--- config.mk ---
export PLATFORM = sky130hd
export DESIGN_NAME = vcm_monitor
export DESIGN_NICKNAME = d
export VERILOG_FILES = /design/src/vcm_pkg.sv /design/src/vcm_avg16.sv /design/src/vcm_monitor.sv
export VERILOG_INCLUDE_DIRS = /design/src
export SDC_FILE = /design/constraint.sdc
export NUM_CORES = 1
export LEC_CHECK = 0
export BUFFER_PORTS_ARGS = -buffer_cell sky130_fd_sc_hd__buf_2
export CORE_AREA = 2 2 271 273
export CTS_BUF_LIST = sky130_fd_sc_hd__clkbuf_8
export DETAILED_ROUTE_END_ITERATION = 8
export DIE_AREA = 0 0 273 275
export PLACE_DENSITY_LB_ADDON = 0.2
export SETUP_SLACK_MARGIN = 0.4
export SYNTH_ARGS = -nofsm -noshare
export SYNTH_HDL_FRONTEND = slang
export SYNTH_SLANG_ARGS = --single-unit
--- constraint.sdc ---
create_clock -name clk_in -period 7.75 [get_ports clk_in]
set_input_delay 0.775 -clock clk_in [delete_from_list [all_inputs] [get_ports clk_in]]
set_output_delay 0.775 -clock clk_in [all_outputs]
set_load 0.02 [all_outputs]
--- src/vcm_regs.svh ---
// Purpose: Constants for the vacuum condition monitor.
// Assumes: 100 MHz clock, vacuum and pressure in mbar.
// Notes:   Flag byte bits and timing figures live here.
// Functional notes
// - Over six switchovers in 3 s forces continuous suction.
// - Switching fault: diag, flash green, bit 0, event.
// - Inhibit setting blocks forced continuous suction.
// - Upper point missed: diag, flash red, bit 3.
// - Evacuation time over limit: diag, red, bit 1.
// - Evacuation limit up to 9.99 s, zero disables.
// - Small decay: suction resumes below hysteresis point.
// - Second leak exceedance: continuous suction, diag, bit 2.
// - Leak check every control cycle, seven limit values.
// - Supply pressure out of limits sets bit 7.
// - Dynamic pressure in window sets bit 4.
// - Pressure faults leave indicator and diag alone.
// - Diag output holds until next cycle start.
// - Live level during cycle, fault colour after.
// - Leakage averaged over last 16 cycles.
// - Upper point missed: record worst leakage class.
// - Hysteresis below 22 mbar disables analysis, leak-tight.
// - Analysis request pulse over 50 ms, not during suction or blow-off.
// - Analysis drives outputs and colour by average class.
// - New suction or blow-off ends analysis.
// - Leak class published at next cycle start.
// - Times t0 and t1 in ms published at start.
// - A clock that newly sets any flag bit increments event counter once.
`ifndef VCM_REGS_SVH
`define VCM_REGS_SVH
`define VCM_FLAGS_OFS    16'h0092
`define VCM_B_SWF        0
`define VCM_B_EVAC       1
`define VCM_B_LEAK       2
`define VCM_B_THR        3
`define VCM_B_DYN        4
`define VCM_B_EVT        6
`define VCM_B_PRS        7
`define VCM_CLK_NS       10
`define VCM_MS_NS        1000000
`define VCM_SW_MAX       6
`define VCM_SW_WIN_MS    16'h0BB8
`define VCM_EVAC_MAX     10'h3E7
`define VCM_EVAC_UNIT    4'hA
`define VCM_REQ_MS       16'h0032
`define VCM_DYN_MS       16'h03E8
`define VCM_HYS_MIN      10'h016
`define VCM_LEAK_BAD     10'h3FF
`define VCM_CLS_A        10'h043
`define VCM_CLS_B        10'h085
`define VCM_CLS_C        10'h0C8
`define VCM_AVG_N        16
`define VCM_LIM0         10'h004
`define VCM_LIM1         10'h00B
`define VCM_LIM2         10'h019
`define VCM_LIM3         10'h032
`define VCM_LIM4         10'h064
`define VCM_LIM5         10'h096
`define VCM_LIM6         10'h0FA
`endif

--- src/vcm_pkg.sv ---
// Purpose: Types for the vacuum condition monitor.
// Assumes: Nothing beyond the constants header.
// Notes:   Phase codes are Gray along idle, suction, held.
package vcm_pkg;
	typedef enum logic [1:0] {
		VCM_IDLE = 2'b00,
		VCM_SUCK = 2'b01,
		VCM_HELD = 2'b11
	} vcm_phase_t;
	typedef enum logic [1:0] {
		VCM_LED_OFF   = 2'b00,
		VCM_LED_GREEN = 2'b01,
		VCM_LED_RED   = 2'b10
	} vcm_led_t;
endpackage

--- src/vcm_avg16.sv ---
// Purpose: Running average of the most recent N leakage samples.
// Assumes: N is a power of two.
// Notes:   Entries start at zero, so early averages read low.
`timescale 1ns/100ps
module vcm_avg16 #(
	parameter int W = 10,
	parameter int N = 16
)(
	input  wire logic         clk_in,
	input  wire logic         resetn_in,
	input  wire logic         ce_in,
	input  wire logic         push_in,
	input  wire logic [W-1:0] data_in,
	output logic      [W-1:0] avg_out
);
	localparam int LW = $clog2(N);
	if (N < 2 || (1 << LW) != N) begin : g_bad
		$error("Depth must be a power of two.");
	end
	logic [W-1:0]    mem [N];
	logic [LW-1:0]   idx;
	logic [W+LW-1:0] sum;
	logic [W+LW-1:0] next_sum;
	assign next_sum = sum + {{LW{1'b0}}, data_in} - {{LW{1'b0}}, mem[idx]};
	// ************************************************************
	// Sample storage, one flip-flop word per entry.
	// ************************************************************
	for (genvar i = 0; i < N; i++) begin : g_ent
		always_ff @(posedge clk_in or negedge resetn_in) begin
			if (!resetn_in) begin
				mem[i] <= '0;
			end else if (ce_in && push_in && idx == LW'(i)) begin
				mem[i] <= data_in;
			end
		end
	end
	always_ff @(posedge clk_in or negedge resetn_in) begin
		if (!resetn_in) begin
			idx     <= '0;
			sum     <= '0;
			avg_out <= '0;
		end else if (ce_in && push_in) begin
			idx     <= idx + LW'(1);
			sum     <= next_sum;
			avg_out <= next_sum[W+LW-1:LW];
		end
	end
endmodule

--- src/vcm_monitor.sv ---
// Purpose: Condition monitoring for a vacuum ejector controller.
// Assumes: Inputs synchronous to clk_in; leak_valid_in pulses once per control cycle.
// Notes:   Flag byte at its fieldbus offset is driven on fault_flags_out.
`include "vcm_regs.svh"
`timescale 1ns/100ps
module vcm_monitor
	import vcm_pkg::*;
#(
	parameter int MS_CYC = `VCM_MS_NS / `VCM_CLK_NS
)(
	input  wire logic       clk_in,
	input  wire logic       resetn_in,
	input  wire logic       ce_in,
	input  wire logic       suction_cmd_in,
	input  wire logic       blowoff_cmd_in,
	input  wire logic       air_saving_en_in,
	input  wire logic       self_monitored_control_in,
	input  wire logic       continuous_suction_inhibit_in,
	input  wire logic [9:0] vacuum_in,
	input  wire logic [9:0] upper_switch_point_in,
	input  wire logic [9:0] upper_hysteresis_in,
	input  wire logic [9:0] part_present_point_in,
	input  wire logic [9:0] part_present_hysteresis_in,
	input  wire logic [9:0] evac_limit_in,
	input  wire logic [2:0] leak_limit_sel_in,
	input  wire logic       leak_valid_in,
	input  wire logic [9:0] leak_rate_in,
	input  wire logic       pressure_sensor_present_in,
	input  wire logic [9:0] supply_pressure_in,
	input  wire logic [9:0] pressure_min_in,
	input  wire logic [9:0] pressure_max_in,
	input  wire logic       analysis_request_input_in,
	input  wire logic       first_output_nc_in,
	input  wire logic       diag_output_nc_in,
	output logic            nozzle_on_out,
	output logic            continuous_suction_out,
	output logic            first_signal_output_out,
	output logic            diag_output_out,
	output vcm_led_t        led_colour_out,
	output logic            led_flash_out,
	output logic            analysis_display_code_out,
	output logic [7:0]      fault_flags_out,
	output logic            process_event_bit_out,
	output logic [15:0]     cm_event_count_out,
	output logic [1:0]      leak_class_out,
	output logic [15:0]     t0_ms_out,
	output logic [15:0]     t1_ms_out
);
	localparam int DW = $clog2(MS_CYC + 1);
	localparam int SW = `VCM_SW_MAX;
	if (MS_CYC < 1) begin : g_bad
		$error("MS_CYC must be at least one.");
	end
	vcm_phase_t  phase;
	logic [DW-1:0] ms_div;
	logic        ms_tick;
	logic [15:0] now_ms;
	logic        suct_q;
	logic        blow_q;
	logic        req_q;
	logic        cyc_start;
	logic        cyc_end;
	logic        blow_rise;
	logic        reached_hi;
	logic        reached_pp;
	logic        at_hi;
	logic [15:0] t0_cnt;
	logic [15:0] t1_cnt;
	logic [15:0] cyc_ms;
	logic        nozzle_q;
	logic        sw_ev;
	logic [15:0] ts [SW];
	logic [SW-1:0] tv;
	logic        force_cont;
	logic [1:0]  leak_cnt;
	logic [7:0]  flags;
	logic [7:0]  set_vec;
	logic        diag;
	logic        new_ev;
	logic [9:0]  leak_meas;
	logic        leak_seen;
	logic        avg_push;
	logic [9:0]  avg_val;
	logic [9:0]  push_val;
	logic [1:0]  cls;
	logic        ana_off;
	logic        ana_active;
	logic [15:0] req_ms;
	logic [9:0]  leak_lim;
	logic [9:0]  hi_lo;
	logic [9:0]  pp_lo;
	logic [13:0] evac_ms;
	logic        leak_over;
	logic        sw_fault;
	logic        leak_fault;
	assign ms_tick   = ms_div == DW'(MS_CYC - 1);
	assign cyc_start = suction_cmd_in & ~suct_q;
	assign cyc_end   = ~suction_cmd_in & suct_q;
	assign blow_rise = blowoff_cmd_in & ~blow_q;
	assign at_hi     = vacuum_in >= upper_switch_point_in;
	assign hi_lo = (upper_hysteresis_in > upper_switch_point_in) ? 10'h000 :
		upper_switch_point_in - upper_hysteresis_in;
	assign pp_lo = (part_present_hysteresis_in > part_present_point_in) ? 10'h000 :
		part_present_point_in - part_present_hysteresis_in;
	assign evac_ms = ((evac_limit_in > `VCM_EVAC_MAX) ? `VCM_EVAC_MAX : evac_limit_in)
		* `VCM_EVAC_UNIT;
	assign ana_off = upper_hysteresis_in < `VCM_HYS_MIN;
	// ************************************************************
	// Leak limit selection and leak class.
	// ************************************************************
	always_comb begin
		case (leak_limit_sel_in)
			3'h0:    leak_lim = `VCM_LIM0;
			3'h1:    leak_lim = `VCM_LIM1;
			3'h2:    leak_lim = `VCM_LIM2;
			3'h3:    leak_lim = `VCM_LIM3;
			3'h4:    leak_lim = `VCM_LIM4;
			3'h5:    leak_lim = `VCM_LIM5;
			default: leak_lim = `VCM_LIM6;
		endcase
	end
	always_comb begin
		if (ana_off) begin
			cls = 2'h0;
		end else if (avg_val < `VCM_CLS_A) begin
			cls = 2'h0;
		end else if (avg_val <= `VCM_CLS_B) begin
			cls = 2'h1;
		end else if (avg_val <= `VCM_CLS_C) begin
			cls = 2'h2;
		end else begin
			cls = 2'h3;
		end
	end
	assign leak_over  = phase == VCM_SUCK && self_monitored_control_in && leak_valid_in &&
		leak_rate_in > leak_lim;
	assign leak_fault = leak_over && leak_cnt == 2'h1;
	assign sw_ev      = phase == VCM_SUCK && air_saving_en_in && (nozzle_on_out ^ nozzle_q);
	assign sw_fault   = sw_ev && tv[SW-1] && (now_ms - ts[SW-1]) < `VCM_SW_WIN_MS;
	// ************************************************************
	// Fault detection.
	// ************************************************************
	always_comb begin
		set_vec              = 8'h00;
		set_vec[`VCM_B_SWF]  = sw_fault;
		set_vec[`VCM_B_EVAC] = phase == VCM_SUCK && evac_ms != 14'h0000 && reached_pp &&
			!reached_hi && t1_cnt > {2'b00, evac_ms};
		set_vec[`VCM_B_LEAK] = leak_fault;
		set_vec[`VCM_B_THR]  = cyc_end && !reached_hi && !at_hi;
		set_vec[`VCM_B_DYN]  = pressure_sensor_present_in && phase == VCM_SUCK && ms_tick &&
			cyc_ms == `VCM_DYN_MS - 16'h0001 && vacuum_in > pp_lo &&
			!at_hi;
		set_vec[`VCM_B_PRS]  = pressure_sensor_present_in && (supply_pressure_in <
			pressure_min_in || supply_pressure_in > pressure_max_in);
	end
	assign new_ev = |(set_vec & ~flags);
	// ************************************************************
	// Time base and edge capture.
	// ************************************************************
	always_ff @(posedge clk_in or negedge resetn_in) begin
		if (!resetn_in) begin
			ms_div <= '0;
			now_ms <= 16'h0000;
		end else if (ce_in) begin
			if (ms_tick) begin
				ms_div <= '0;
				now_ms <= now_ms + 16'h0001;
			end else begin
				ms_div <= ms_div + DW'(1);
			end
		end
	end
	always_ff @(posedge clk_in or negedge resetn_in) begin
		if (!resetn_in) begin
			suct_q   <= 1'b0;
			blow_q   <= 1'b0;
			req_q    <= 1'b0;
			nozzle_q <= 1'b0;
		end else if (ce_in) begin
			suct_q   <= suction_cmd_in;
			blow_q   <= blowoff_cmd_in;
			req_q    <= analysis_request_input_in;
			nozzle_q <= nozzle_on_out;
		end
	end
	always_ff @(posedge clk_in or negedge resetn_in) begin
		if (!resetn_in) begin
			phase <= VCM_IDLE;
		end else if (ce_in) begin
			case (phase)
				VCM_IDLE: if (cyc_start) phase <= VCM_SUCK;
				VCM_SUCK: if (cyc_end) phase <= VCM_HELD;
				VCM_HELD: if (cyc_start) phase <= VCM_SUCK;
				default:  phase <= VCM_IDLE;
			endcase
		end
	end
	// ************************************************************
	// Cycle timing and published measurements.
	// ************************************************************
	always_ff @(posedge clk_in or negedge resetn_in) begin
		if (!resetn_in) begin
			reached_hi <= 1'b0;
			reached_pp <= 1'b0;
			t0_cnt     <= 16'h0000;
			t1_cnt     <= 16'h0000;
			cyc_ms     <= 16'h0000;
			t0_ms_out  <= 16'h0000;
			t1_ms_out  <= 16'h0000;
		end else if (ce_in) begin
			if (cyc_start) begin
				t0_ms_out  <= t0_cnt;
				t1_ms_out  <= t1_cnt;
				reached_hi <= 1'b0;
				reached_pp <= 1'b0;
				t0_cnt     <= 16'h0000;
				t1_cnt     <= 16'h0000;
				cyc_ms     <= 16'h0000;
			end else if (phase == VCM_SUCK) begin
				if (at_hi) reached_hi <= 1'b1;
				if (vacuum_in >= part_present_point_in) reached_pp <= 1'b1;
				if (ms_tick) begin
					if (cyc_ms != 16'hFFFF) cyc_ms <= cyc_ms + 16'h0001;
					if (!reached_pp && t0_cnt != 16'hFFFF) begin
						t0_cnt <= t0_cnt + 16'h0001;
					end else if (reached_pp && !reached_hi && t1_cnt != 16'hFFFF) begin
						t1_cnt <= t1_cnt + 16'h0001;
					end
				end
			end
		end
	end
	// ************************************************************
	// Nozzle control and continuous suction.
	// ************************************************************
	always_ff @(posedge clk_in or negedge resetn_in) begin
		if (!resetn_in) begin
			nozzle_on_out <= 1'b0;
		end else if (ce_in) begin
			if (cyc_start) begin
				nozzle_on_out <= 1'b1;
			end else if (phase != VCM_SUCK || cyc_end) begin
				nozzle_on_out <= 1'b0;
			end else if (force_cont || !air_saving_en_in) begin
				nozzle_on_out <= 1'b1;
			end else if (nozzle_on_out && at_hi) begin
				nozzle_on_out <= 1'b0;
			end else if (!nozzle_on_out && (vacuum_in < hi_lo || leak_over)) begin
				nozzle_on_out <= 1'b1;
			end
		end
	end
	always_ff @(posedge clk_in or negedge resetn_in) begin
		if (!resetn_in) begin
			force_cont <= 1'b0;
			leak_cnt   <= 2'h0;
		end else if (ce_in) begin
			if (cyc_start) begin
				force_cont <= 1'b0;
				leak_cnt   <= 2'h0;
			end else begin
				if ((sw_fault || leak_fault) && !continuous_suction_inhibit_in) begin
					force_cont <= 1'b1;
				end
				if (leak_over && leak_cnt != 2'h2) leak_cnt <= leak_cnt + 2'h1;
			end
		end
	end
	assign continuous_suction_out = force_cont;
	for (genvar i = 0; i < SW; i++) begin : g_ts
		always_ff @(posedge clk_in or negedge resetn_in) begin
			if (!resetn_in) begin
				ts[i] <= 16'h0000;
				tv[i] <= 1'b0;
			end else if (ce_in) begin
				if (cyc_start) begin
					tv[i] <= 1'b0;
				end else if (sw_ev) begin
					ts[i] <= (i == 0) ? now_ms : ts[(i == 0) ? 0 : i-1];
					tv[i] <= (i == 0) ? 1'b1 : tv[(i == 0) ? 0 : i-1];
				end
			end
		end
	end
	// ************************************************************
	// Flags, diagnostics and event counter.
	// ************************************************************
	always_ff @(posedge clk_in or negedge resetn_in) begin
		if (!resetn_in) begin
			flags              <= 8'h00;
			diag               <= 1'b0;
			cm_event_count_out <= 16'h0000;
		end else if (ce_in) begin
			flags <= (cyc_start ? 8'h00 : flags) | set_vec;
			diag  <= (cyc_start ? 1'b0 : diag) | (|set_vec[`VCM_B_THR:`VCM_B_SWF]);
			if (new_ev) cm_event_count_out <= cm_event_count_out + 16'h0001;
		end
	end
	assign fault_flags_out       = flags;
	assign process_event_bit_out = |flags;
	// ************************************************************
	// Leakage measurement and averaging.
	// ************************************************************
	always_ff @(posedge clk_in or negedge resetn_in) begin
		if (!resetn_in) begin
			leak_meas      <= 10'h000;
			leak_seen      <= 1'b0;
			leak_class_out <= 2'h0;
		end else if (ce_in) begin
			if (cyc_start) begin
				leak_seen      <= 1'b0;
				leak_class_out <= cls;
			end else if (phase == VCM_SUCK && leak_valid_in && reached_hi) begin
				leak_meas <= leak_rate_in;
				leak_seen <= 1'b1;
			end
		end
	end
	assign avg_push = cyc_end && !ana_off && (!(reached_hi || at_hi) || leak_seen);
	assign push_val = (reached_hi || at_hi) ? leak_meas : `VCM_LEAK_BAD;
	vcm_avg16 #(
		.W (10),
		.N (`VCM_AVG_N)
	) u_avg (
		.clk_in    (clk_in),
		.resetn_in (resetn_in),
		.ce_in     (ce_in),
		.push_in   (avg_push),
		.data_in   (push_val),
		.avg_out   (avg_val)
	);
	// ************************************************************
	// Analysis request and evaluation.
	// ************************************************************
	always_ff @(posedge clk_in or negedge resetn_in) begin
		if (!resetn_in) begin
			req_ms     <= 16'h0000;
			ana_active <= 1'b0;
		end else if (ce_in) begin
			if (!analysis_request_input_in) begin
				req_ms <= 16'h0000;
			end else if (ms_tick && req_ms != 16'hFFFF) begin
				req_ms <= req_ms + 16'h0001;
			end
			if (cyc_start || blow_rise) begin
				ana_active <= 1'b0;
			end else if (req_q && !analysis_request_input_in && req_ms > `VCM_REQ_MS &&
				phase != VCM_SUCK && !blowoff_cmd_in && !ana_off) begin
				ana_active <= 1'b1;
			end
		end
	end
	// ************************************************************
	// Output pins and status indicator.
	// ************************************************************
	always_ff @(posedge clk_in or negedge resetn_in) begin
		if (!resetn_in) begin
			first_signal_output_out   <= 1'b0;
			diag_output_out           <= 1'b0;
			led_colour_out            <= VCM_LED_OFF;
			led_flash_out             <= 1'b0;
			analysis_display_code_out <= 1'b0;
		end else if (ce_in) begin
			analysis_display_code_out <= ana_active;
			if (ana_active) begin
				first_signal_output_out <= ~cls[1];
				diag_output_out         <= ~cls[0];
				led_colour_out          <= cls[1] ? VCM_LED_RED : VCM_LED_GREEN;
				led_flash_out           <= cls[1] ^ cls[0];
			end else begin
				first_signal_output_out <= at_hi ^ first_output_nc_in;
				diag_output_out         <= diag ^ diag_output_nc_in;
				if (phase == VCM_SUCK) begin
					led_colour_out <= at_hi ? VCM_LED_GREEN : VCM_LED_OFF;
					led_flash_out  <= 1'b0;
				end else if (phase == VCM_HELD && (flags[`VCM_B_SWF] ||
					flags[`VCM_B_LEAK])) begin
					led_colour_out <= VCM_LED_GREEN;
					led_flash_out  <= 1'b1;
				end else if (phase == VCM_HELD && (flags[`VCM_B_EVAC] ||
					flags[`VCM_B_THR])) begin
					led_colour_out <= VCM_LED_RED;
					led_flash_out  <= 1'b1;
				end else begin
					led_colour_out <= VCM_LED_OFF;
					led_flash_out  <= 1'b0;
				end
			end
		end
	end
endmodule

# After elaboration in Yosys (flattened, before gate mapping)
# Index checks and enable logic that the tools add are counted.
classes:
  add_sub_neg: 14
  n_mul: 1
  n_lt_le_gt_ge: 18
  eq_ne: 35
  n_mux: 76
  bitwise_logic: 18
  n_reduce_logical: 115
op_table:
  columns: ["operator", "count"]
  rows:
  - ["two-way mux 16 bit", 15]
  - ["adder 16 x 1 -> 16 bit, second input constant", 6]
  - ["inequality test 16 bit, second input constant", 4]
  - ["two-way mux 10 bit", 6]
  - ["logical AND 1 bit", 56]
  - ["> comparator 10 bit", 5]
  - ["case mux 8 bit (6 select lines)", 1]
  - ["binary-select mux 10 bit (select 4 bit)", 1]
  - ["two-way mux 1 bit", 38]
  - ["equality test 4 bit, second input constant", 8]
  - ["two-way mux 2 bit", 12]
  - ["nonzero test 2 bit", 12]
  - [">= comparator 10 bit", 2]
  - ["less-or-equal comparator 10 x 8 -> 1 bit, second input constant", 2]
  - ["< comparator 10 bit", 2]
  - ["AND reduction 2 bit", 10]
  - ["subtractor 10 bit", 2]
  - ["adder 17 x 1 -> 17 bit, second input constant", 1]
  - ["equality test 17 bit, second input constant", 1]
  - ["two-way mux 17 bit", 1]
  - ["equality test 16 x 10 -> 1 bit, second input constant", 1]
  - ["equality test 4 x 3 -> 1 bit, second input constant", 4]
  - ["> comparator 16 x 14 -> 1 bit", 1]
  - ["> comparator 16 x 6 -> 1 bit, second input constant", 1]
  - ["43 further kinds", 85]
word_totals:
  register_bits: 476
  in_bits: 116
  elab_cells: 338

# Longest topological paths before layout
# Gate-level depths: netlist (run 1).
logic_depth:
  word_depth: 11
  depth_mapped: 25
  ltp_nobuf: 23

# Hierarchy
# A second synthesis (run 1) with hierarchy kept.
hier_totals:
  hier_cells: 2581
  hier_area_um2: 25542.0
modules_own_cells:
  columns: ["module", "n_inst", "cells_per_inst", "area_each_um2", "seq_area_each_um2"]
  rows:
  - ["vcm_monitor", 1, 1921, 16761.1, 7156.9]
  - ["vcm_avg16", 1, 660, 8780.9, 4454.3]

# Worst setup path before layout (run 1)
# Ideal clock, no wire load.
synth_path:
  path_kind: "input to register"
  startpoint: "input port part_present_point_in[0]"
  endpoint: "register cm_event_count_out[1]"
  setup_ns: 0.127
  t_arrival_ns: 4.837
  path_slack_ns: 2.786
  path_stages: 24
  path_cell_list: "inv_1 > ha_1 > inv_1 > fa_1 > a21o_1 > a21oi_1 > o21ai_0 > a21oi_1 > o21ai_0 > a21oi_1 > o21ai_0 > a21o_1 > clkbuf_1 > nand2_1 > ha_1 > a21o_1 > a21oi_1 > o221ai_1 > a221oi_1 > nor4_1 > a211oi_1 > o221ai_1 > or2_1 > mux2_1"
synth_between:
  elab_chain_len: 8
synth_lines:
  columns: ["element", "line", "source"]
  rows:
  - ["start: declaration", "vcm_monitor.sv:22", "input wire logic [9:0] part_present_point_in,"]
  - ["subtractor 10 bit / > comparator 10 bit (equally long branches)", "vcm_monitor.sv:104, vcm_monitor.sv:103", null]
  - ["two-way mux 10 bit (*)", "vcm_monitor.sv:103", "assign pp_lo = (part_present_hysteresis_in > part_present_point_in) ? 10'h000 :"]
  - ["> comparator 10 bit (*)", "vcm_monitor.sv:151", "cyc_ms == `VCM_DYN_MS - 16'h0001 && vacuum_in > pp_lo &&"]
  - ["logical AND 1 bit (*) (2 in a row)", "vcm_monitor.sv:150", "set_vec[`VCM_B_DYN] = pressure_sensor_present_in && phase == VCM_SUCK && ms_tick &&"]
  - ["bitwise AND 8 bit (*)", "vcm_monitor.sv:156", "assign new_ev = |(set_vec & ~flags);"]
  - ["OR reduction 8 bit (*)", "vcm_monitor.sv:156", null]
  - ["AND reduction 2 bit (no line) (*)", null, null]
  - ["end signal: assignment", "vcm_monitor.sv:296", "if (new_ev) cm_event_count_out <= cm_event_count_out + 16'h0001;"]
  - ["end: declaration", "vcm_monitor.sv:44", "output logic [15:0] cm_event_count_out,"]
# Every way passes the cells marked *; elsewhere a longest branch is shown, timed or not.
# A chain may end at the register's enable or synchronous reset.

# Worst setup path in the final report (run 1)
# Ends and elaborated chain as after synthesis.

==> results of run 1 <==
## cells by family (layout without fill, tap and decap cells)
logic type	after synthesis	after routing	share of synthesized area, %
AOI/OAI and AO/OA	464	464	11.4
xor gates and xnor gates	138	138	4.82
adders and majority gates	171	171	8.93
buffers and inverters	286	516	4.38
DFF	464	464	46.3
muxes	75	75	5.59
other	1	6	0.0150
and+or+nand+nor	1052	1052	18.6
## final cells by class
cell class / instances / area (um2) / share of cell area, %
Clock buffer: 106 / 1460 / 5.07
Inverter: 158 / 593 / 2.06
Clock inverter: 44 / 372 / 1.29
Tap cell: 959 / 1200 / 4.17
Antenna cell: 4 / 10.0 / 0.0348
Sequential cell: 464 / 11600 / 40.3
Timing Repair Buffer: 208 / 1130 / 3.94
Multi-Input combinational cell: 1902 / 12400 / 43.1
## layer usage
layer	global-route usage [%]	vias up	part of all wire, %
li1	-	9336	-
met1	22.5	9351	46
met2	28.5	319	48
met3	2.71	95	4.1
met4	5.39	0	2.1
met5	0	-	0
## synth_stat cells (7+ instances only)
master	n	area (um2)
a31oi_1	7	43.8
nor4_1	10	62.6
a21oi_1	184	921
o21ai_1	7	35.0
mux2_2	18	203
o21a_1	13	97.6
nand2_1	530	1990
buf_1	9	33.8
mux4_2	50	1130
nand2b_1	18	113
xnor2_1	71	622
xor2_1	67	587
fa_1	13	260
and4_1	10	87.6
a21o_1	35	263
or3_1	15	93.8
nand3_1	46	230
and3_1	21	131
inv_1	158	593
and2_1	8	50.1
a22o_1	10	87.6
clkbuf_1	113	424
nand4_1	42	263
nor4b_1	8	70.1
o31ai_1	10	75.1
nor2_1	270	1010
o21ai_0	122	611
nor3_1	26	130
o2111ai_1	7	61.3
dfrtp_1	464	11600
ha_1	158	1980
nor2b_1	18	113
## power by group through the flow
stage               clock [uW]  combinational, uW  sequential, uW
finish                    2500               3260            3240
global route              2720               3690            3310
floorplan                    0               2490            3160
global placement             0               3200            3260
CTS                       2600               3290            3240
detailed placement           0               3280            3280
## state kept, by name, indices dropped and copies added (netlist names), 2 cells and up
signal,flops
t0_cnt,16
now_ms,16
tv,6
t1_cnt,16
u_avg.sum,4
cm_event_count_out,16
ms_div,17
t1_ms_out,16
u_avg.mem,160
leak_cnt,2
cyc_ms,16
led_colour_out,2
leak_meas,10
u_avg.idx,4
u_avg.avg_out,10
t0_ms_out,16
phase,2
req_ms,16
fault_flags_out,6
leak_class_out,2
ts,96
## path summary, 6_finish.rpt
kind,to,slack [ns],depth (start not counted)
min,t1_cnt[1]$_DFFE_PN0P_,0.17,1
max reg2reg,u_avg.avg_out[8]$_DFFE_PN0P_,3.04,13
max in group asynchronous,u_avg.mem[38]$_DFFE_PN0P_,6.13,2
min in group clk_in,leak_meas[0]$_DFFE_PN0P_,0.37,2
min reg2reg,ts[71]$_DFFE_PN0P_,0.44,2
max,cm_event_count_out[1]$_DFFE_PN0P_,2.34,24
## critical path: cells and delay by family
kind	cells	cell delay [ns]
buffers and inverters	3	0.22
and+or+nand+nor	3	0.65
muxes	1	0.31
AOI/OAI and AO/OA	14	3.19
adders and majority gates	3	0.79
## metrics by stage
stage / setup slack (ns) / std cells / hold slack (ns)
after global routing: 1.95 / 3844 / 0.193
final: 2.34 / 3845 / 0.170
after detailed placement: 1.70 / 3691 / 0.448
after CTS: 2.40 / 3841 / 0.141
after floorplan: 2.79 / 2652 / 0.439
after global placement: 1.85 / 3691 / 0.447
==> summary.txt, run 1 <==
Yosys
  • Gate Count Post-Synth: 2651
  • Main flop type after synthesis: dfrtp_1
  • Seq cells post-synth: around 460
  • Warnings, synthesis: 0
  • Post-synth EDFFs: 0
  • Avg Cell Area, Syn: around 9.5 um2
  • Ys async rst share: 100%
  • Sequential-to-total area share from yosys stat: between 40% and 50%
  • Mapped Area: 0.0251 mm2
  • Post-synth cell types: between 80 and 90

Route
  • DRC violations left: 0
  • Final WL: roughly 63 mm
  • Initial DRC count: roughly 1100
  • Avg WL per Cell: approximately 16 um
  • Initial DRT Pass Iterations: 5
  • Vias: roughly 19000
  • Antenna-violating nets left: 0
  • Via/cell ratio: 4.97

Finish
  • Final #Nets: just over 3000
  • Commonest non-fill, non-tap cell in the layout: nand2_1
  • Design area: approximately 0.029 mm2
  • Area grow syn2layout: 14.9%
  • Fill cell total of the finished layout: around 7300
  • Share of cells above drive strength 1: approximately 15%
  • Final core occ: around two fifths
  • Commonest non-fill, non-tap cells in the layout: nand2_1, dfrtp_1, nor2_1

Clocking
  • Clock tree root buffer cell: clkbuf_8
  • CTS buffer count: 86
  • Max clock buf depth: 3
  • Clk_lat worst skew: slightly below 0.7 ns
  • Post_cts resized: 0
  • CTS tree: done
  • Post-CTS Setup Bufs: 0
  • Reg clk slew, reported paths: 0.06 ns
  • TritonCTS Sinks: between 400 and 500
  • CTS H-tree lvls: 3
  • CTS Hold Buffers Added: 0

Setup path
  • Worst setup path startpoint: part_present_point_in[0]
  • Worst R2R Start: u_avg.idx[0]$_DFFE_PN0P_
  • Worst EP required: approximately 8.3 ns
  • Slowest cell on crit path: o221ai_2
  • CP max FO: 15
  • CP endpoint kind: register
  • Critical Setup Path Class: in2reg
  • Worst EP arrival: between 5 and 6 ns
  • Critical path's largest stage delay: around 0.43 ns
  • Most frequent CP cell: a21oi_1
  • Crit-path cells: buf_2 > inv_1 > ha_1 > inv_1 > fa_1 > a21o_1 > a21oi_1 > o21ai_0 > a21oi_1 > o21ai_0 > a21oi_1 > o21ai_0 > a21o_1 > nand2_1 > ha_1 > a21o_1 > a21oi_1 > o221ai_1 > a221oi_1 > nor4_1 > a211oi_1 > o221ai_2 > or2_1 > mux2_1
  • CP Launch Type: input port

Global route
  • Tot GR Track Use: between 15 and 20%
  • First-pass GRT wire length: between 100 and 150 mm
  • Largest net degree at the start of global routing: 171
  • Total grt overflow: 0
  • Vias in the first global route: around 20000
  • Initial antenna violation count: 3

Floorplan
  • Core area: 0.0723 mm2
  • IO Pins: roughly 180
  • Chip height: roughly 280 um
  • Rows: between 90 and 100
  • Initial core utilization: ~35%
  • Die area: approximately 0.075 mm2
  • Die Wd: roughly 270 um

Placement
  • DP Wirelength: roughly 44 mm
  • Port Buffers: 180
  • Post-DP Area: 0.0269 mm2
  • GP Congestion: 0.845

Pwr
  • Sequential share of power: roughly 36%
  • VDD IR max: ~0.17 mV
  • Pwr Total: 9000 uW
  • Leakage: between 0.01 and 0.015 uW
  • Internal: about 5700 uW
  • Pwr Density: 313 mW/mm2
  • Clock power share: between 20% and 30%
  • Combinational share of power: 36.2%
  • Sw Share: 36.1%
  • Net load switching power: around 3300 uW

Timing
  • Slew Limit Fails: 0
  • Max Clock Skew: approximately 0.035 ns
  • Setup TNS: 0 ns
  • RSZ-0062 raised after global routing: no
  • Hold Violations, Final: 0
  • Finish-stage setup viols: 0
  • Max Fclk: 185 MHz
  • Fin crit share: a little over two thirds
  • Tmin final: about 5.4 ns
  • Worst-margin pin slew: 1.18 ns
  • Max transition margin: approximately a fifth

Job
  • Max_cap viols: 0

Min path
  • Hold Crit Class: in2async

Outcome
  • Status: complete, no violations
No activity file was read; power rests on OpenSTA's default activity.
==> run 2, diff against run 1 <==
==> constraint.sdc (replaced) <==
create_clock -name clk_in -period 5.25 [get_ports clk_in]
set_input_delay 0.525 -clock clk_in [delete_from_list [all_inputs] [get_ports clk_in]]
set_output_delay 0.525 -clock clk_in [all_outputs]
set_load 0.02 [all_outputs]
==> run 2 against run 1 <==
Sequential cell count unchanged. Register-to-register slack worse by 2.2 ns. Via count up 0.55%. Critical endpoint is now cm_event_count_out[4]$_DFFE_PN0P_. Highest routed layer unchanged.
==> summary.txt, run 2 (synthesis gave the netlist of run 1 again) <==
Outcome
  • Status: complete, no violations

Global route
  • Initial antenna violation count: 3 (unchanged)
  • Vias in the first global route: 19800 (+1.1%)
  • Largest net degree at the start of global routing: 136 (-20%)
  • Total grt overflow: 0 (unchanged)
  • First-pass GRT wire length: 106 mm (+2.3%)
  • Tot GR Track Use: 17.5% (+0.48 points)

Setup path
  • CP max FO: 14 (-1)
  • Worst r2r path cells: 14 (+1)
  • CP endpoint: cm_event_count_out[4]$_DFFE_PN0P_
  • Worst EP required: 5.79 ns (-2.49 ns)
  • Reg2Reg Setup Slack: 0.83 ns (-2.21 ns)
  • CP endpoint kind: register
  • Worst EP arrival: 5.05 ns (-0.89 ns)
  • Crit Reg-Reg Endpoint: u_avg.avg_out[5]$_DFFE_PN0P_
  • Critical Setup Path Class: in2reg
  • Worst R2R Start: u_avg.idx[1]$_DFFE_PN0P_
  • Worst setup path startpoint: evac_limit_in[4]
  • CP Launch Type: input port

Floorplan
  • Die area: 0.0751 mm2 (unchanged)
  • Rows: 99 (unchanged)
  • Die Wd: 273 um (unchanged)
  • Chip height: 275 um (unchanged)
  • Core area: 0.0723 mm2 (unchanged)
  • IO Pins: 183 (unchanged)
  • Initial core utilization: 34.6% (unchanged)

Finish
  • Final core occ: 39.8% (+0.059 points)
  • Biggest regs: u_avg.mem: 160 flops, ts: 96 flops, ms_div: 17 flops
  • Area grow syn2layout: 15.1%
  • Design area: 0.0288 mm2 (+0.15%)
  • Commonest non-fill, non-tap cells in the layout: nand2_1, dfrtp_1, nor2_1
  • Largest register by flop count: u_avg.mem
  • Max reg flops: 160 (unchanged)
  • Commonest non-fill, non-tap cell in the layout: nand2_1
  • Final #Nets: 3125 (+0.58%)
  • Share of cells above drive strength 1: 15.5% (+0.26 points)

Route
  • Initial DRT Pass Iterations: 5 (unchanged)
  • DRC violations left: 0 (unchanged)
  • Via/cell ratio: 4.97 (about the same)
  • Initial DRC count: 1242 (+16%)
  • Avg WL per Cell: 16.6 um (+2.0%)
  • Vias: 19200 (+0.55%)
  • Antenna-violating nets left: 0 (unchanged)
  • Final WL: 64.2 mm (+2.5%)

Pwr
  • VDD IR max: 0.224 mV (+32%)
  • Pwr Density: 454 mW/mm2 (+45%)
  • Pwr Total: 13100 uW (+46%)
  • Leakage: 0.0144 uW (+0.58%)

Min path
  • Hold_sp: leak_rate_in[4]
  • Hold Crit Class: in2reg

Clocking
  • TritonCTS Sinks: 464 (unchanged)
  • Reg clk slew, reported paths: 0.05 ns (about the same)
  • Clock tree root buffer cell: clkbuf_8
  • CTS H-tree lvls: 3 (unchanged)
  • CTS tree: done
  • CTS buffer count: 86 (unchanged)
  • Post-CTS Setup Bufs: 0 (unchanged)
  • Clk_lat worst skew: 0.67 ns (about the same)
  • Max clock buf depth: 3 (unchanged)

Timing
  • Max Clock Skew: 0.0376 ns (+0.00291 ns)
  • RSZ-0062 raised after global routing: yes
  • Fin crit share: a little under nine tenths
  • Finish-stage setup viols: 0 (unchanged)
  • Hold Violations, Final: 0 (unchanged)
  • Tmin final: around 4.5 ns
  • Max transition margin: 35.6% (+14 points)
  • Slack of the critical path: 0.740 ns (-1.60 ns)
  • Worst-margin pin slew: 0.953 ns (-0.225 ns)
  • Slew Limit Fails: 0 (unchanged)
  • Max Fclk: ~220 MHz

Placement
  • GP Congestion: 0.863 (+2.0%)
  • Port Buffers: 180 (unchanged)
  • Post-DP Area: 0.0271 mm2 (+0.66%)
  • DP Wirelength: 45.4 mm (+2.4%)
  • Pre-CTS setup slack: -0.0238 ns (-1.72 ns)

Job
  • Max_cap viols: 0 (unchanged)
-- run 2: how the worst min path moves through the flow --
| stage | end | slack [ns] | cells past startpoint |
|---|---|---|---|
| after floorplan | ana_active$_DFFE_PN0P_ | 0.23 | 0 |
| after global placement | ts[60]$_DFFE_PN0P_ | 0.45 | 2 |
| after detailed placement | ts[15]$_DFFE_PN0P_ | 0.45 | 2 |
| after CTS | leak_meas[4]$_DFFE_PN0P_ | 0.06 | 2 |
| after global routing | leak_meas[5]$_DFFE_PN0P_ | 0.08 | 2 |
| final | leak_meas[4]$_DFFE_PN0P_ | 0.12 | 2 |
-- run 2: where the power goes --
part           switching [uW]  total [uW]  internal [uW]  leakage [uW]
logic                    2770        4930           2160       0.00716
registers                 549        4790           4250       0.00627
clock network            1550        3370           1820      0.000994
-- run 2: cell type report --
class,instances,area [um2]
Antenna cell,3,7.51
Clock buffer,103,1420
Clock inverter,51,249
Fill cell,7245,43500
Inverter,158,593
Multi-Input combinational cell,1902,12400
Sequential cell,464,11600
Tap cell,959,1200
Timing Repair Buffer,226,1320
-- run 2: repair_timing --
| action | in CTS | in global routing |
|---|---|---|
| gates resized for setup | 0 | 5 |
| setup endpoints to repair | 0 | 10 |
| endpoints found under the hold margin | 91 | 0 |
| hold buffers | 1 | 0 |
-- run 2: per-layer routing --
metal / up-vias / global-route usage [%] / routed length, um
met5: - / 0 / 0
met4: 0 / 5.81 / 1620
met3: 111 / 3.26 / 2610
met2: 334 / 29.2 / 30600
met1: 9383 / 22.9 / 29300
li1: 9378 / - / -
-- run 2: through the flow --
stage          std cells  hold WS (ns)  TNS (ns)
2_1_floorplan       2652         0.229         0
3_3_place_gp        3708         0.447         0
3_5_place_dp        3708         0.451   -0.0639
4_1_cts             3863        0.0576         0
5_1_grt             3866        0.0827         0
6_report            3866         0.118         0
-- run 2: worst max-delay path, cell delays in order --
cell       delay (ns)
buf_2            0.13
o21ai_0          0.22
or2_1            0.25
nand2b_1         0.11
ha_1             0.21
ha_1             0.21
inv_1            0.08
fa_1             0.21
nor2b_1          0.07
o31a_1           0.28
o21a_1           0.18
nor2_1           0.10
xor2_1           0.21
ha_1             0.27
nand4_1          0.13
nor3_1           0.07
and4b_1          0.18
a211oi_1         0.24
o31ai_1          0.11
a31o_2           0.30
o221ai_2         0.35
buf_4            0.29
o2111ai_1        0.16
xnor2_1          0.16
==> run 3, diff against run 2 <==
--- a/config.mk
+++ b/config.mk
@@ -6,11 +6,12 @@
 export SDC_FILE = /design/constraint.sdc
 export NUM_CORES = 1
 export LEC_CHECK = 0
+export ABC_AREA = 1
 export BUFFER_PORTS_ARGS = -buffer_cell sky130_fd_sc_hd__buf_2
-export CORE_AREA = 2 2 271 273
+export CORE_AREA = 2 2 276 278
 export CTS_BUF_LIST = sky130_fd_sc_hd__clkbuf_8
 export DETAILED_ROUTE_END_ITERATION = 8
-export DIE_AREA = 0 0 273 275
+export DIE_AREA = 0 0 278 280
 export PLACE_DENSITY_LB_ADDON = 0.2
 export SETUP_SLACK_MARGIN = 0.4
 export SYNTH_ARGS = -nofsm -noshare
==> run 3 against run 2 <==
Die area increased by 3.7%. Clock power is 2% lower. Non-clock buffer count is 14 lower. Largest cell class unchanged. Largest power group unchanged.
==> summary.txt, run 3 <==
Finish
  • Fill cell total of the finished layout: 7825 (+8.0%)
  • Commonest non-fill, non-tap cell in the layout: nand2_1
  • Largest register by flop count: u_avg.mem
  • Biggest regs: u_avg.mem: 160 flops, ts: 96 flops, ms_div: 17 flops
  • Max reg flops: 160 (unchanged)
  • Share of cells above drive strength 1: 12.0% (-3.6 points)
  • Multi-input gate area: 0.0125 mm2 (+0.53%)
  • Commonest non-fill, non-tap cells in the layout: nand2_1, dfrtp_1, inv_1
  • Final #Nets: 3686 (+18%)
  • Register area: 0.0116 mm2 (about the same)
  • Final core occ: 39.3% (-0.54 points)
  • Area grow syn2layout: 13.4%

Global route
  • Total grt overflow: 0 (unchanged)
  • Tot GR Track Use: 17.8% (+0.29 points)
  • Largest net degree at the start of global routing: 133 (-2.2%)
  • First-pass GRT wire length: 113 mm (+6.9%)
  • Vias in the first global route: 21200 (+7.3%)
  • Initial antenna violation count: 13 (+10)

Clocking
  • Reg clk slew, reported paths: 0.06 ns (about the same)
  • Clock tree root buffer cell: clkbuf_8
  • TritonCTS Sinks: 464 (unchanged)
  • Max clock buf depth: 3 (unchanged)
  • Post_cts resized: 0 (unchanged)
  • CTS buffer count: 85 (-1.2%)
  • CTS Hold Buffers Added: 1 (unchanged)
  • Clk_lat worst skew: 0.65 ns (-0.02 ns)
  • CTS H-tree lvls: 3 (unchanged)
  • CTS tree: done
  • Post-CTS Setup Bufs: 0 (unchanged)

Timing
  • Max Fclk: 231 MHz (+4.0%)
  • Slew Limit Fails: 0 (unchanged)
  • Hold Violations, Final: 0 (unchanged)
  • Tmin final: 4.34 ns (-0.173 ns)
  • Setup TNS: 0 ns (unchanged)
  • Fin crit share: 82.6% (-3.3 points)
  • Slack of the critical path: 0.913 ns (+0.173 ns)
  • Max Clock Skew: 0.0179 ns (-0.0197 ns)
  • Min Hold Slack: 0.0780 ns (-0.0404 ns)
  • Finish-stage setup viols: 0 (unchanged)
  • Max transition margin: 37.7% (+2.1 points)
  • Worst-margin pin slew: 0.934 ns (-0.0194 ns)
  • RSZ-0062 raised after global routing: no

Yosys
  • Mapped Area: 0.0261 mm2 (+4.0%)
  • Top cells by area, synth: dfrtp_1, nand2_1, ha_1, o21ai_0, inv_1
  • Ys async rst share: 100% (unchanged)
  • Avg Cell Area, Syn: 8.08 um2 (-15%)
  • Cell accounting for the most synthesized area: dfrtp_1
  • Share of the synthesized area in the top cell type: 44.6% (-1.8 points)
  • Post-synth EDFFs: 0 (unchanged)
  • Sequential-to-total area share from yosys stat: 44.6% (-1.8 points)
  • Main flop type after synthesis: dfrtp_1
  • Warnings, synthesis: 0 (unchanged)
  • Post-synth cell types: 56 (-33%)
  • Seq cells post-synth: 464 (unchanged)
  • Most common cell in the netlist: nand2_1
  • Gate Count Post-Synth: 3225 (+22%)
  • Top cells by count, synth: nand2_1, dfrtp_1, inv_1

Route
  • Initial DRT Pass Iterations: 5 (unchanged)
  • DRC violations left: 0 (unchanged)
  • Top routing layer in use: met5
  • Vias: 21600 (+13%)
  • M1 WL: 32.2 mm (+9.8%)
  • Antenna-violating nets left: 0 (unchanged)
  • Final WL: 68.6 mm (+6.9%)
  • Avg WL per Cell: 15.5 um (-6.8%)
  • Met2 wire length: 31.6 mm (+3.3%)
  • Via/cell ratio: 4.88 (-1.7%)
  • Initial DRC count: 1288 (+3.7%)
  • Met3 wire len: 3.05 mm (+17%)

Min path
  • Hold Crit Class: in2reg
  • Hold Path End: ana_active$_DFFE_PN0P_
  • Hold path depth: 2 (unchanged)
  • Hold_sp: blowoff_cmd_in

Setup path
  • CP max FO: 52 (+38)
  • Slowest cell on crit path: inv_2
  • Crit Reg-Reg Endpoint: u_avg.avg_out[9]$_DFFE_PN0P_
  • Worst r2r path cells: 17 (+3)
  • Crit-path leading delay family: buffers and inverters
  • Critical path's largest stage delay: 0.68 ns (+0.33 ns)
  • WP buf/inv: 3 (unchanged)
  • CP endpoint kind: register
  • Worst R2R Start: u_avg.idx[0]$_DFFE_PN0P_
  • Critical Setup Path Class: reg2reg
  • Crit-path cells: inv_2 > buf_4 > o21ai_0 > o22ai_1 > a221oi_1 > fa_1 > ha_1 > inv_1 > nor3_1 > nand2_1 > nand2_1 > a21oi_1 > o21bai_1 > nand2_1 > o21ai_0 > xor2_1 > o21ai_0
  • Worst EP required: 5.77 ns (-0.02 ns)
  • Worst EP arrival: 4.86 ns (-0.19 ns)
  • Reg2Reg Setup Slack: 0.91 ns (+0.08 ns)
  • CP Launch Type: register

Placement
  • GP Congestion: 0.835 (-3.2%)
  • Port Buffers: 180 (unchanged)
  • DP Wirelength: 48.2 mm (+6.2%)
  • Pre-CTS setup slack: 0.576 ns (+0.599 ns)

Pwr
  • Leakage: 0.0148 uW (+2.3%)
  • Pwr Density: 496 mW/mm2 (+9.1%)
  • VDD IR max: 0.315 mV (+41%)

Floorplan
  • Rows: 101 (+2.0%)
  • Die area: 0.0778 mm2 (+3.7%)
  • Initial core utilization: 34.7% (about the same)
  • Core area: 0.0752 mm2 (+3.9%)
  • IO Pins: 183 (unchanged)
  • Die Wd: 278 um (+1.8%)
  • Chip height: 280 um (+1.8%)

Job
  • Max_cap viols: 0 (unchanged)

Outcome
  • Status: complete, no violations
==> run 3: cell types whose count changed after synthesis, sizes merged, moves of 19 or more <==
cell / delta
a21o: -30
clkbuf: -29
a21oi: -28
o21ai: +274
nor3: +33
inv: +219
nand2: +161
buf: +27
nor2: +49
nand3: +87
xnor2: -57
o22ai: +45
mux4: -50
nand2b: -19
==> run 3: where the power goes <==
part | switching, uW | leakage (uW) | internal [uW]
Combinational | 3820 | 0.00779 | 2260
Clock | 1500 | 0.000919 | 1800
Sequential | 638 | 0.00605 | 4630
==> run 3: area by class of cell <==
cell class	count	area share [%]
Antenna cell	5	0.0423
Inverter	377	4.80
Clock buffer	103	4.80
Tap cell	978	4.14
Timing Repair Buffer	212	4.11
Clock inverter	33	0.567
Sequential cell	464	39.3
Multi-Input combinational cell	2259	42.3
==> run 3: per-stage QoR <==
| stage | power (uW) | cells | area (um2) |
|---|---|---|---|
| 5_1_grt | 16000 | 4431 | 29600 |
| 6_report | 14700 | 4431 | 29600 |
| 2_1_floorplan | 9610 | 3226 | 26100 |
| 3_5_place_dp | 11400 | 4289 | 28000 |
| 3_3_place_gp | 11400 | 4289 | 28000 |
| 4_1_cts | 14800 | 4426 | 29500 |
==> run 3: worst max-delay path by stage <==
stage                     depth (start not counted)                      from                                end
final                                            17  u_avg.idx[0]$_DFFE_PN0P_       u_avg.avg_out[9]$_DFFE_PN0P_
after floorplan                                  25  upper_switch_point_in[9]       u_avg.avg_out[9]$_DFFE_PN0P_
after detailed placement                         30          evac_limit_in[9]  cm_event_count_out[9]$_DFFE_PN0P_
after global placement                           30          evac_limit_in[9]  cm_event_count_out[0]$_DFFE_PN0P_
after global routing                             17  u_avg.idx[0]$_DFFE_PN0P_       u_avg.avg_out[9]$_DFFE_PN0P_
after CTS                                        17  u_avg.idx[0]$_DFFE_PN0P_       u_avg.avg_out[9]$_DFFE_PN0P_
==> run 3: cells by family (layout without fill, tap and decap cells) <==
kind of cell	count (synthesis)	in the layout	synth area share, %
buf+inv	503	725	7.57
xor+xnor	71	71	2.39
flops	464	464	44.6
simple gates	1300	1300	21.4
fa+ha+maj	171	171	8.59
other cells	1	7	0.0144
mux	14	14	0.605
compound gates	701	701	14.9
==> run 3: worst reg2reg max path: cells and delay by family, from the launching register on <==
| kind | cells | cell delay (ns) |
|---|---|---|
| AO/OA/AOI/OAI | 7 | 1.19 |
| adder cells (fa/ha/maj) | 2 | 0.84 |
| flip-flops | 1 | 0.42 |
| buffers and inverters | 3 | 1.17 |
| XOR/XNOR | 1 | 0.16 |
| AND/OR/NAND/NOR | 4 | 0.44 |
==> run 3: routing by layer <==
layer | vias up | GRT usage, %
met2 | 327 | 28.7
met5 | - | 0
li1 | 11000 | -
met3 | 111 | 3.51
met4 | 12 | 5.79
met1 | 10200 | 24.0
